**src/hw/xcvr_pkg.sv**
```systemverilog
package xcvr_pkg;

  // ----------------------------------------------------------------
  // lane count and clock
  // ----------------------------------------------------------------
  localparam int LANES = 4;
  localparam int CLK_PERIOD_NS = 25;

  // ----------------------------------------------------------------
  // register byte offsets
  // ----------------------------------------------------------------
  localparam logic [3:0] CTRL_OFFSET = 4'h0;
  localparam logic [3:0] STATUS_OFFSET = 4'h4;
  localparam logic [3:0] LOAD_COUNT_OFFSET = 4'h8;

  // ----------------------------------------------------------------
  // control register fields
  // ----------------------------------------------------------------
  localparam int CTRL_INHIBIT_BIT = 0;
  localparam int CTRL_SW_LOAD_BIT = 1;
  localparam logic CTRL_INHIBIT_RESET = 1'b0;

  // ----------------------------------------------------------------
  // status register fields (one byte per lane group)
  // ----------------------------------------------------------------
  localparam int STAT_TX_POS = 0;
  localparam int STAT_RX_POS = 8;
  localparam int STAT_LINE_POS = 16;
  localparam int STAT_PARITY_BIT = 24;
  localparam int STAT_DRIVE_GATE_BIT = 25;
  localparam int STAT_HOLD_GATE_BIT = 26;
  localparam int STAT_RX_GATE_BIT = 27;
  localparam int STAT_PICK_BIT = 28;

  // ----------------------------------------------------------------
  // reset values
  // ----------------------------------------------------------------
  localparam logic [7:0] TX_RESET = 8'h00;
  localparam logic [7:0] RX_RESET = 8'h00;
  localparam logic [7:0] LOAD_COUNT_RESET = 8'h00;
  localparam logic PARITY_RESET = 1'b1;

  // ----------------------------------------------------------------
  // bus slave states
  // ----------------------------------------------------------------
  typedef enum logic [1:0] {
    BUS_IDLE,
    BUS_ANSWER
  } bus_state_t;

endpackage : xcvr_pkg

```
**src/hw/odd_parity.sv**
```systemverilog
`timescale 1ns/100ps
module odd_parity #(
  parameter int WIDTH = 4
) (
  input wire logic [WIDTH-1:0] data,
  output logic parity
);

  // ----------------------------------------------------------------
  // width check
  // ----------------------------------------------------------------
  initial begin
    if (WIDTH < 1) begin
      $error("odd_parity width must be at least one");
    end
  end

  // ----------------------------------------------------------------
  // ripple of exclusive-or terms
  // ----------------------------------------------------------------
  logic [WIDTH:0] chain;

  assign chain[0] = 1'b0;

  genvar i;
  generate
    for (i = 0; i < WIDTH; i = i + 1) begin : g_chain
      assign chain[i+1] = chain[i] ^ data[i];
    end
  endgenerate

  // high when the data hold an even count of ones
  assign parity = ~chain[WIDTH];

endmodule : odd_parity

```
**src/hw/quad_bus_transceiver_parity.sv**
```systemverilog
// The implementer's own choices: the placing of the registers and the Avalon-MM register port.
`timescale 1ns/100ps
module quad_bus_transceiver_parity
  import xcvr_pkg::*;
#(
  parameter int WIDTH = LANES
) (
  input wire logic core_clk,
  input wire logic rst,
  input wire logic [WIDTH-1:0] word_one_in,
  input wire logic [WIDTH-1:0] word_two_in,
  input wire logic word_pick,
  input wire logic tx_reg_clock,
  input wire logic line_drive_gate,
  input wire logic receive_hold_gate,
  input wire logic rx_out_gate,
  input wire logic [WIDTH-1:0] shared_line_in,
  output logic [WIDTH-1:0] shared_line_out,
  output logic [WIDTH-1:0] shared_line_oe,
  output logic [WIDTH-1:0] rx_out,
  output logic [WIDTH-1:0] rx_out_oe,
  output logic parity_out,
  input wire logic [3:0] address,
  input wire logic read,
  input wire logic write,
  input wire logic [31:0] writedata,
  input wire logic [3:0] byteenable,
  output logic [31:0] readdata,
  output logic waitrequest
);

  // ----------------------------------------------------------------
  // elaboration check
  // ----------------------------------------------------------------
  // each lane group owns one status byte, so eight lanes at most
  initial begin
    if (WIDTH < 1 || WIDTH > 8) begin
      $error("transceiver width must lie between one and eight");
    end
  end

  // ----------------------------------------------------------------
  // declarations
  // ----------------------------------------------------------------
  logic [WIDTH-1:0] tx_reg_bit_reg;
  logic [WIDTH-1:0] tx_reg_bit_next;
  logic [WIDTH-1:0] rx_latch_state_reg;
  logic [WIDTH-1:0] picked_word;
  logic tx_clock_prev_reg;
  logic tx_clock_rise;
  logic inhibit_reg;
  logic sw_load;
  logic tx_load;
  logic release_drivers;
  logic gen_parity;
  logic chk_parity;
  logic parity_reg;
  logic [7:0] load_count_reg;
  logic [7:0] load_count_next;
  logic count_clear;
  bus_state_t bus_state_reg;
  logic [31:0] readdata_reg;
  logic [31:0] read_word;
  logic [31:0] status_word;
  logic bus_req;
  logic bus_done;
  logic wr_ctrl;
  logic wr_count;

  // ----------------------------------------------------------------
  // driver input multiplexer
  // ----------------------------------------------------------------
  genvar i;
  generate
    for (i = 0; i < WIDTH; i = i + 1) begin : g_pick
      assign picked_word[i] = word_pick ? word_two_in[i]
                                        : word_one_in[i];
    end
  endgenerate

  // ----------------------------------------------------------------
  // driver clock edge
  // ----------------------------------------------------------------
  // the pin is sampled on core_clk; a pulse shorter than one period
  // can be missed, which limits the usable driver clock rate
  always_ff @(posedge core_clk) begin
    if (rst) begin
      tx_clock_prev_reg <= 1'b0;
    end else begin
      tx_clock_prev_reg <= tx_reg_clock;
    end
  end

  assign tx_clock_rise = tx_reg_clock & ~tx_clock_prev_reg;

  // a software load stands in for one rising edge of the pin clock
  assign tx_load = tx_clock_rise | sw_load;

  // ----------------------------------------------------------------
  // driver register
  // ----------------------------------------------------------------
  always_comb begin
    tx_reg_bit_next = tx_reg_bit_reg;
    if (tx_load) begin
      tx_reg_bit_next = picked_word;
    end
  end

  always_ff @(posedge core_clk) begin
    if (rst) begin
      tx_reg_bit_reg <= TX_RESET[WIDTH-1:0];
    end else begin
      tx_reg_bit_reg <= tx_reg_bit_next;
    end
  end

  // ----------------------------------------------------------------
  // open-collector bus drivers
  // ----------------------------------------------------------------
  // a driver can only pull low; a one in the register pulls its line
  // low and a zero releases it, so other drivers may share the wire
  assign release_drivers = line_drive_gate | inhibit_reg;

  generate
    for (i = 0; i < WIDTH; i = i + 1) begin : g_drive
      assign shared_line_out[i] = 1'b0;
      assign shared_line_oe[i] = ~release_drivers
                                 & tx_reg_bit_reg[i];
    end
  endgenerate

  // ----------------------------------------------------------------
  // receiver latches
  // ----------------------------------------------------------------
  // transparency costs one core_clk of delay from line to output
  always_ff @(posedge core_clk) begin
    if (rst) begin
      rx_latch_state_reg <= RX_RESET[WIDTH-1:0];
    end else if (!receive_hold_gate) begin
      rx_latch_state_reg <= ~shared_line_in;
    end
  end
  // when the hold gate is high only reset above writes the latches

  // ----------------------------------------------------------------
  // receiver outputs
  // ----------------------------------------------------------------
  // the output gate only steers the enables; latch contents stay
  assign rx_out = rx_latch_state_reg;
  assign rx_out_oe = {WIDTH{~rx_out_gate}};

  // ----------------------------------------------------------------
  // parity generator and checker
  // ----------------------------------------------------------------
  odd_parity #(
    .WIDTH(WIDTH)
  ) u_gen_parity (
    .data(picked_word),
    .parity(gen_parity)
  );

  odd_parity #(
    .WIDTH(WIDTH)
  ) u_chk_parity (
    .data(rx_latch_state_reg),
    .parity(chk_parity)
  );

  always_ff @(posedge core_clk) begin
    if (rst) begin
      parity_reg <= PARITY_RESET;
    end else if (release_drivers) begin
      parity_reg <= chk_parity;
    end else begin
      parity_reg <= gen_parity;
    end
  end

  assign parity_out = parity_reg;

  // ----------------------------------------------------------------
  // driver load counter
  // ----------------------------------------------------------------
  // a load in the cycle of a software clear still counts
  always_comb begin
    load_count_next = load_count_reg;
    if (count_clear) begin
      load_count_next = LOAD_COUNT_RESET;
    end
    if (tx_load) begin
      if (count_clear) begin
        load_count_next = 8'h01;
      end else begin
        load_count_next = load_count_reg + 8'h01;
      end
    end
  end

  always_ff @(posedge core_clk) begin
    if (rst) begin
      load_count_reg <= LOAD_COUNT_RESET;
    end else begin
      load_count_reg <= load_count_next;
    end
  end

  // ----------------------------------------------------------------
  // avalon slave: request, answer one cycle later
  // ----------------------------------------------------------------
  assign bus_req = read | write;
  assign bus_done = bus_req & (bus_state_reg == BUS_ANSWER);
  assign waitrequest = bus_req & (bus_state_reg != BUS_ANSWER);

  always_ff @(posedge core_clk) begin
    if (rst) begin
      bus_state_reg <= BUS_IDLE;
    end else begin
      case (bus_state_reg)
        BUS_IDLE: begin
          if (bus_req) begin
            bus_state_reg <= BUS_ANSWER;
          end
        end
        BUS_ANSWER: begin
          bus_state_reg <= BUS_IDLE;
        end
        default: begin
          bus_state_reg <= BUS_IDLE;
        end
      endcase
    end
  end

  assign wr_ctrl = write & bus_done & byteenable[0]
                   & (address == CTRL_OFFSET);
  assign wr_count = write & bus_done & byteenable[0]
                    & (address == LOAD_COUNT_OFFSET);
  assign sw_load = wr_ctrl & writedata[CTRL_SW_LOAD_BIT];
  assign count_clear = wr_count;

  always_ff @(posedge core_clk) begin
    if (rst) begin
      inhibit_reg <= CTRL_INHIBIT_RESET;
    end else if (wr_ctrl) begin
      inhibit_reg <= writedata[CTRL_INHIBIT_BIT];
    end
  end

  // ----------------------------------------------------------------
  // read data
  // ----------------------------------------------------------------
  always_comb begin
    status_word = 32'h0000_0000;
    status_word[STAT_TX_POS +: WIDTH] = tx_reg_bit_reg;
    status_word[STAT_RX_POS +: WIDTH] = rx_latch_state_reg;
    status_word[STAT_LINE_POS +: WIDTH] = shared_line_in;
    status_word[STAT_PARITY_BIT] = parity_reg;
    status_word[STAT_DRIVE_GATE_BIT] = line_drive_gate;
    status_word[STAT_HOLD_GATE_BIT] = receive_hold_gate;
    status_word[STAT_RX_GATE_BIT] = rx_out_gate;
    status_word[STAT_PICK_BIT] = word_pick;
  end

  always_comb begin
    read_word = 32'h0000_0000;
    case (address)
      CTRL_OFFSET: begin
        read_word[CTRL_INHIBIT_BIT] = inhibit_reg;
      end
      STATUS_OFFSET: begin
        read_word = status_word;
      end
      LOAD_COUNT_OFFSET: begin
        read_word[7:0] = load_count_reg;
      end
      default: begin
        read_word = 32'h0000_0000;
      end
    endcase
  end

  // captured in the first cycle of a read, shown while waitrequest
  // is low in the second
  always_ff @(posedge core_clk) begin
    if (rst) begin
      readdata_reg <= 32'h0000_0000;
    end else if (read && bus_state_reg == BUS_IDLE) begin
      readdata_reg <= read_word;
    end
  end

  assign readdata = readdata_reg;

endmodule : quad_bus_transceiver_parity

```
**config.mk**
```make
export PLATFORM = sky130hd
export DESIGN_NAME = quad_bus_transceiver_parity
export DESIGN_NICKNAME = d
export VERILOG_FILES = /design/src/hw/xcvr_pkg.sv /design/src/hw/odd_parity.sv /design/src/hw/quad_bus_transceiver_parity.sv
export SDC_FILE = /design/constraint.sdc
export NUM_CORES = 1
export LEC_CHECK = 0
export ABC_AREA = 0
export BUFFER_PORTS_ARGS = -buffer_cell sky130_fd_sc_hd__buf_4
export CAP_MARGIN = 20
export CORE_UTILIZATION = 48
export CTS_BUF_LIST = sky130_fd_sc_hd__clkbuf_8
export CTS_CLUSTER_SIZE = 8
export DETAILED_ROUTE_END_ITERATION = 8
export PLACE_DENSITY_LB_ADDON = 0.25
export SLEW_MARGIN = 20
export SYNTH_ARGS = -nofsm -noshare
export SYNTH_HDL_FRONTEND = slang
export SYNTH_HIERARCHICAL = 1
export SYNTH_SLANG_ARGS = --single-unit
```
**constraint.sdc**
```tcl
create_clock -name core_clk -period 4.85 [get_ports core_clk]
set_input_delay 1.455 -clock core_clk [delete_from_list [all_inputs] [get_ports core_clk]]
set_output_delay 1.455 -clock core_clk [all_outputs]
set_load 0.05 [all_outputs]
```
# Word-level counts from Yosys, hierarchy flattened
# Cells that the tools add are included.
# op_classes
mul	0
bitwise_logic	29
n_mux	11
magnitude_cmp	0
shift	0
n_div	0
reduce_logical	5
eq_ne	2
n_addsub	1
# op_table
op	count
$mux W8	3
$mux W21	1
$pmux W7 S2	1
$and A1 B1 Y1	12
$add A8 B1 Y8 const B	1
$not A1 Y1	7
$xor A1 B1 Y1	6
$mux W1	5
$eq A4 B3 Y1 const B	1
$eq A4 B4 Y1 const B	1
$logic_not A4 Y1	1
$not A4 Y4	1
$or A1 B1 Y1	3
$pmux W1 S3	1
$logic_not A2 Y1	1
$reduce_bool A2 Y1	1
$reduce_or A2 Y1	1
$logic_and A1 B1 Y1	1
# word_totals
regBits	52
out_inout_bits	50
wordCells	56
mem_count	0
input_bits	61
mem_bits_ro	0
latch_bits	0
ramBits	0

# Depth between registers and ports, before layout
# Gate-level depths: netlist of the first run.
# depth
ltp_word	8
mapped_depth	5
ltp_nobuf	5

# By module
# Netlist of the first run, hierarchy kept.
# by_module_without_submodules
mod	n_inst	seq_area_each_um2	area_each_um2	cells_each
quad_bus_transceiver_parity	1	820.8	1808.0	209
odd_parity	2	0.0	26.3	3

# Worst setup path before layout of the first run
# OpenSTA, ideal clock, no wires.
# synth_timing
kind	input -> output
start	input write
end	output waitrequest
path_stages	2
path_slack_ns	1.258
t_required_ns	3.395
path_buffers	0
arrival_time_ns	2.137
path_cell_list	nor2_1 nor2_1
# synth_between
elab_chain_cells	2
# synth_rtl
item	line	rtl
start: declaration	quad_bus_transceiver_parity.sv:25	input wire logic write,
$or A1 B1 Y1	quad_bus_transceiver_parity.sv:210	assign bus_req = read | write;
$and A1 B1 Y1	quad_bus_transceiver_parity.sv:212	assign waitrequest = bus_req & (bus_state_reg != BUS_ANSWER);
end: declaration	quad_bus_transceiver_parity.sv:29	output logic waitrequest
# Every way passes these cells.

# Worst setup path after layout of the first run
# layout_timing
start	input line_drive_gate
end	output shared_line_oe[2]
# layout_between
elab_chain_cells	3
# layout_rtl
item	line	rtl
start: declaration	quad_bus_transceiver_parity.sv:14	input wire logic line_drive_gate,
$or A1 B1 Y1	quad_bus_transceiver_parity.sv:122	assign release_drivers = line_drive_gate | inhibit_reg;
$not A1 Y1	quad_bus_transceiver_parity.sv:127	assign shared_line_oe[i] = ~release_drivers
$and A1 B1 Y1	quad_bus_transceiver_parity.sv:128	& tx_reg_bit_reg[i];
end: declaration	quad_bus_transceiver_parity.sv:19	output logic [WIDTH-1:0] shared_line_oe,
# Every way passes these cells.

==> impl_results.md, run 1 <==
- FF+latch count, synth: 41
- Initial Utilization: 0.5044
- Most used cell, CP: buf_4
- CP Max Fanout: 6
- Clock Skews: 0.004317 ns
- H-tree Lvls: 2
- Crit path cell chain: buf_4, nor2_1, and2_1, buf_4
- Filler Cell Count: 330
- Final setup viols: 0
- Post-synthesis cell area: 1861 um^2
- Total track usage: 0.1991
- Post-DP HPWL: 2.727 mm
- GRT Residual Overflow: 0
- Via count: 1645
- CP Capture Point: shared_line_oe[2]
- Initial DRC Count: 122
- Slowest stage delay, CP: 0.32 ns
- Latest clock arrival within the worst-skew pair: 0.29 ns
- Status: finished, final reports clean
- Share of cells above drive strength 1: 0.2757
- Die W: 64.26 um
- Worst-case reg-to-reg path depth: 4
- Worst Setup End Kind: output pin
- Mean Syn Cell Area: 8.654 um^2
- Reg2reg start: bus_state_reg[0]$_SDFFE_PP0N_
- TNS Setup: 0 ns
- Worst R2R Setup Slack: 3.02 ns
- Full die area: 4129 um^2
- Minimum clock period: 3.748 ns
- Required @ worst endpoint: 3.39 ns
- Post-CTS resize count: 0
- Vias in the first global route: 1486
- Critical path launch point type: input pin
- Hold_buf cts: 0
- RSZ-0062 raised after global routing: false
- Max reg flops: 21
- Placed Cells: 312
- Vias per cell: 5.141
- Die Height: 64.26 um
- Port bufs: 62
- CTS Buffer Depth: 2
- FF/Latch Area: 820.8 um^2
- Post-synthesis sequential area ratio: 0.4412
- Crit. Startpoint: line_drive_gate
- Final period util: 0.7729
- Core outline area: 3689 um^2
- P_leak: 0.001010 uW
- Final hold violations: 0
- Largest net degree at the start of global routing: 36
- PD cells: 323.5 nW/um^2
- GPL Wtd Cong: 0.7451
- First-pass GRT wire length: 6.361 mm
- Crit path kind: in2out
- Least-Margin Pin Slew: 0.8322 ns
- Worst slew margin: 0.4452
- Synthesis-to-layout area growth: 28.18%
- Post-Route WL: 3.798 mm
- DR pass1 iterations: 4
- Postcts setup bufs: 0
- CP arrival: 2.29 ns
- I/O pin total: 111
- Row cnt: 22
- Max-slew violations: 0
- CTS root buffer: clkbuf_8
- CTS Buf Count: 5
- FFs w/ async S/R, synth: 0
- Total of max-cap violations: 0
- DRC: 0
- Initial antenna violation count: 0
- Worst R2R End: readdata[10]$_SDFFE_PP0P_
- Non-Filler Instances: 320
- Peak supply drop: 0.1801 mV
- Multi-input gate area: 907.1 um^2
- Synth Warn #: 6
- Routed WL per cell: 11.87 um
- Syn Inst Count: 215
- Layout Nets: 333
- Max Freq: 0.2668 GHz
- Antenna viol nets, final: 0
- Synth cell types: 31
- Post-synth EDFFs: 0
- CTS tree: yes
- Hold Path Class: reg2reg
- Diodes inserted: 0
- Clk sinks: 41
- Reg clk slew, reported paths: 0.07 ns
- Ys flop type: dfxtp_1
- CP max-delay cell: nor2_1
-- synthesized netlist by cell type (5+ instances only) --
cell type | instances | area [um^2]
a21oi_1 | 14 | 70.07
nand2_1 | 6 | 22.52
o21ai_0 | 5 | 25.02
a22oi_1 | 21 | 157.7
and2_1 | 8 | 50.05
nor3_1 | 6 | 30.03
xnor2_1 | 6 | 52.55
nor2_1 | 40 | 150.1
clkbuf_1 | 8 | 30.03
dfxtp_1 | 41 | 820.8
or3_1 | 6 | 37.54
buf_4 | 18 | 135.1
-- critical path, delay by kind of cell --
family	cells	cell delay, ns
buf+inv	2	0.31
simple gates	2	0.52
-- area by class of cell --
type | count | area share
clock inverters | 2 | 0.01417
flip-flops and latches | 41 | 0.3442
clock buffers | 6 | 0.03463
multi-input cells | 157 | 0.3804
inverters | 4 | 0.006296
well taps | 48 | 0.02518
repair buffers | 62 | 0.1952
-- cell usage in the layout, fill, tap and decap left out, drive strengths merged, types with 2 or more instances in the layout --
master  instances
a21oi          14
a22o            3
a22oi          21
and2            8
and3            2
buf            62
clkbuf          6
conb           15
dfxtp          41
inv             5
mux2            4
nand2           6
nand2b          2
nand3           4
nand4           2
nor2           40
nor2b           4
nor3            6
o21ai           5
or3             6
xnor2           6
-- how the worst min path moves through the flow --
stage | from | end | slack (ns) | depth (start not counted)
after floorplan | inhibit_reg$_SDFFE_PP0P_ | inhibit_reg$_SDFFE_PP0P_ | 0.45 | 2
after global routing | inhibit_reg$_SDFFE_PP0P_ | inhibit_reg$_SDFFE_PP0P_ | 0.51 | 2
after global placement | readdata[0]$_SDFFE_PP0P_ | readdata[0]$_SDFFE_PP0P_ | 0.46 | 2
after CTS | readdata[0]$_SDFFE_PP0P_ | readdata[0]$_SDFFE_PP0P_ | 0.47 | 2
final | readdata[0]$_SDFFE_PP0P_ | readdata[0]$_SDFFE_PP0P_ | 0.47 | 2
after detailed placement | readdata[0]$_SDFFE_PP0P_ | readdata[0]$_SDFFE_PP0P_ | 0.46 | 2
-- metal layers --
layer,vias up,GRT usage,share of wire
li1,827,-,-
met1,749,0.2330,0.44
met2,65,0.3316,0.48
met3,4,0.04286,0.069
met4,0,0.1167,0.0090
met5,-,0,0
-- metrics by stage --
stage	power (uW)	worst slack, ns	hold slack, ns	util	area, um^2
after CTS	779.2	1.104	0.4743	0.6465	2385
final	771.4	1.102	0.4734	0.6465	2385
after global placement	502.4	1.096	0.4648	0.6150	2268
after detailed placement	503.3	1.108	0.4616	0.6150	2268
after global routing	804.3	1.025	0.5115	0.6465	2385
after floorplan	471.6	1.258	0.4501	-	1913
-- where the power goes --
group          internal, uW  total [uW]  switching, uW
Combinational          45.4         142           96.2
Clock                   166         276            110
Sequential              346         354           7.90
-- cell families after synthesis --
| family | after synthesis | synth area share |
|---|---|---|
| buffers and inverters | 31 | 0.09953 |
| multiplexers | 4 | 0.02421 |
| AND/OR/NAND/NOR | 83 | 0.2206 |
| flip-flops | 41 | 0.4412 |
| adder cells (fa/ha/maj) | 1 | 0.006724 |
| other | 1 | 0.002016 |
| XOR/XNOR | 6 | 0.02824 |
| AO/OA/AOI/OAI | 48 | 0.1775 |
Note: power is estimated with default switching activity, not from simulation.
==> run 2: changes to the inputs <==
- CORE_UTILIZATION: 48 -> 45
- clock period: 4.85 -> 3.8 ns (I/O delays scaled with it)
==> impl_results.md, run 2 (synthesized netlist as in run 1, its figures left out) <==
- Status: finished, final reports clean
- Reg2reg start: bus_state_reg[0]$_SDFFE_PP0N_
- CP max-delay cell: nor2_1
- Full die area: 4396 um^2 (+6.4%)
- Worst slack, placed: 0.7163 ns (-0.3914 ns)
- Total track usage: 0.1961 (-0.003013)
- Final period util: 0.8164
- Setup WS post-layout: 0.6975 ns (-0.4040 ns)
- P_leak: 0.001007 uW (-0.32%)
- Worst slew margin: 0.4258 (-0.01939)
- Vias in the first global route: 1421 (-4.4%)
- Required @ worst endpoint: 2.66 ns (-0.73 ns)
- Clk sinks: 41 (unchanged)
- GRT Residual Overflow: 0 (unchanged)
- Routed WL per cell: 12.66 um (+6.7%)
- Most common cell after layout, fill and taps aside: buf_4
- Max Freq: 0.3223 GHz
- Minimum clock period: 3.102 ns
- CP arrival: 1.96 ns (-0.33 ns)
- Min-delay src: readdata[0]$_SDFFE_PP0P_
- Post-Route WL: 4.078 mm (+7.4%)
- CTS tree: yes
- P_int: 691.0 uW (+24%)
- CP Max Fanout: 6 (unchanged)
- Postcts setup bufs: 0 (unchanged)
- DR pass1 iterations: 4 (unchanged)
- PD cells: 407.3 nW/um^2 (+26%)
- Reg clk slew, reported paths: 0.08 ns (about the same)
- TNS Setup: 0 ns (unchanged)
- I/O pin total: 111 (unchanged)
- Row cnt: 23 (+4.5%)
- Initial Utilization: 0.4685 (-0.03592)
- CTS root buffer: clkbuf_8
- Clock Skews: 0.005676 ns (+0.001358 ns)
- Slowest stage delay, CP: 0.31 ns (about the same)
- Clock share of power: 0.346 (-0.011)
- Latest clock arrival within the worst-skew pair: 0.29 ns (about the same)
- Crit path kind: in2out
- Multi-input gate area: 907.1 um^2 (unchanged)
- Switching pwr: 279.1 uW (+30%)
- Die W: 66.30 um (+3.2%)
- Layout Nets: 334 (+0.30%)
- CTS Buffer Depth: 2 (unchanged)
- Hold Path Class: reg2reg
- First-pass GRT wire length: 6.417 mm (+0.88%)
- RSZ-0062 raised after global routing: false
- Initial antenna violation count: 0 (unchanged)
- Worst Setup End Kind: output pin
- Crit. Startpoint: line_drive_gate
- Total of max-cap violations: 0 (unchanged)
- Worst R2R End: load_count_reg[7]$_SDFFE_PP0P_
- Hold_buf cts: 0 (unchanged)
- Worst-case reg-to-reg path depth: 4 (unchanged)
- GPL Wtd Cong: 0.7399 (-0.70%)
- Die Height: 66.30 um (+3.2%)
- Core outline area: 3971 um^2 (+7.7%)
- Worst R2R Setup Slack: 2.01 ns (-1.01 ns)
- Sw frac: 0.2877 (+0.009976)
- Most used cell, CP: buf_4
- DRC: 0 (unchanged)
- Filler Cell Count: 355 (+7.6%)
- Via count: 1630 (-0.91%)
- Peak supply drop: 0.2511 mV (+39%)
- Crit path cell chain: buf_4, nor2_1, and2_1, buf_4
- Largest net degree at the start of global routing: 36 (unchanged)
- Synthesis-to-layout area growth: 28.04%
- Post-CTS resize count: 0 (unchanged)
- Share of cells above drive strength 1: 0.2794 (+0.003676)
- Port bufs: 62 (unchanged)
- Most frequent cells in the layout: buf_4 (63), dfxtp_1 (41), nor2_1 (40), a22oi_1 (21), conb_1 (15)
- Final hold violations: 0 (unchanged)
- Max-slew violations: 0 (unchanged)
- Placed Cells: 315 (+0.96%)
- Least-Margin Pin Slew: 0.8613 ns (+0.02909 ns)
- H-tree Lvls: 2 (unchanged)
- CP Capture Point: shared_line_oe[0]
- FF/Latch Area: 820.8 um^2 (unchanged)
- Gate power share: 0.189 (+0.005)
- Total power of the final layout: 970.2 uW (+26%)
- Antenna viol nets, final: 0 (unchanged)
- Vias per cell: 5.062 (-1.5%)
- Diodes inserted: 0 (unchanged)
- CTS Buf Count: 5 (unchanged)
- Non-Filler Instances: 322 (+0.63%)
- Final setup viols: 0 (unchanged)
- Initial DRC Count: 67 (-45%)
- Critical path launch point type: input pin
- Reg power frac: 0.466 (+0.007)
- Max reg flops: 21 (unchanged)
- Post-DP HPWL: 2.920 mm (+7.0%)
[run 2: area by class of cell]
cell class	instances	area share
Clock buffer	5	0.02889
Clock inverter	2	0.01471
Inverter	4	0.006303
Multi-Input combinational cell	157	0.3808
Sequential cell	41	0.3445
Tap cell	50	0.02626
Timing Repair Buffer	63	0.1985
[run 2: worst min path at each step]
stage / end / slack, ns / depth (start not counted)
after floorplan: inhibit_reg$_SDFFE_PP0P_ / 0.45 / 2
after global placement: readdata[0]$_SDFFE_PP0P_ / 0.46 / 2
after detailed placement: readdata[0]$_SDFFE_PP0P_ / 0.46 / 2
after CTS: readdata[0]$_SDFFE_PP0P_ / 0.48 / 2
after global routing: load_count_reg[7]$_SDFFE_PP0P_ / 0.50 / 2
final: readdata[0]$_SDFFE_PP0P_ / 0.47 / 2
[run 2: through the flow]
| step | area, um^2 | hold WS [ns] | utilization |
|---|---|---|---|
| finish | 2382 | 0.4721 | 0.5999 |
| global route | 2382 | 0.5031 | 0.5999 |
| CTS | 2382 | 0.4787 | 0.5999 |
| detailed placement | 2278 | 0.4642 | 0.5737 |
| global placement | 2278 | 0.4569 | 0.5737 |
| floorplan | 1913 | 0.4501 | - |
[run 2: critical path, delay by kind of cell]
kind | cells | cell delay (ns)
buf+inv | 2 | 0.31
simple gates | 2 | 0.51
[run 2: layer usage]
| layer | vias up | global-route usage | routed length (um) |
|---|---|---|---|
| li1 | 834 | - | - |
| met1 | 739 | 0.2376 | 1827 |
| met2 | 55 | 0.3304 | 1944 |
| met3 | 2 | 0.06724 | 281 |
| met4 | 0 | 0.04787 | 24 |
| met5 | - | 0 | 0 |
[run 2: power groups by stage]
stage / registers (uW) / logic (uW) / clock network, uW
floorplan: 479 / 123 / 0
global placement: 461 / 182 / 0
detailed placement: 462 / 183 / 0
CTS: 452 / 184 / 347
global route: 454 / 195 / 361
finish: 452 / 183 / 335
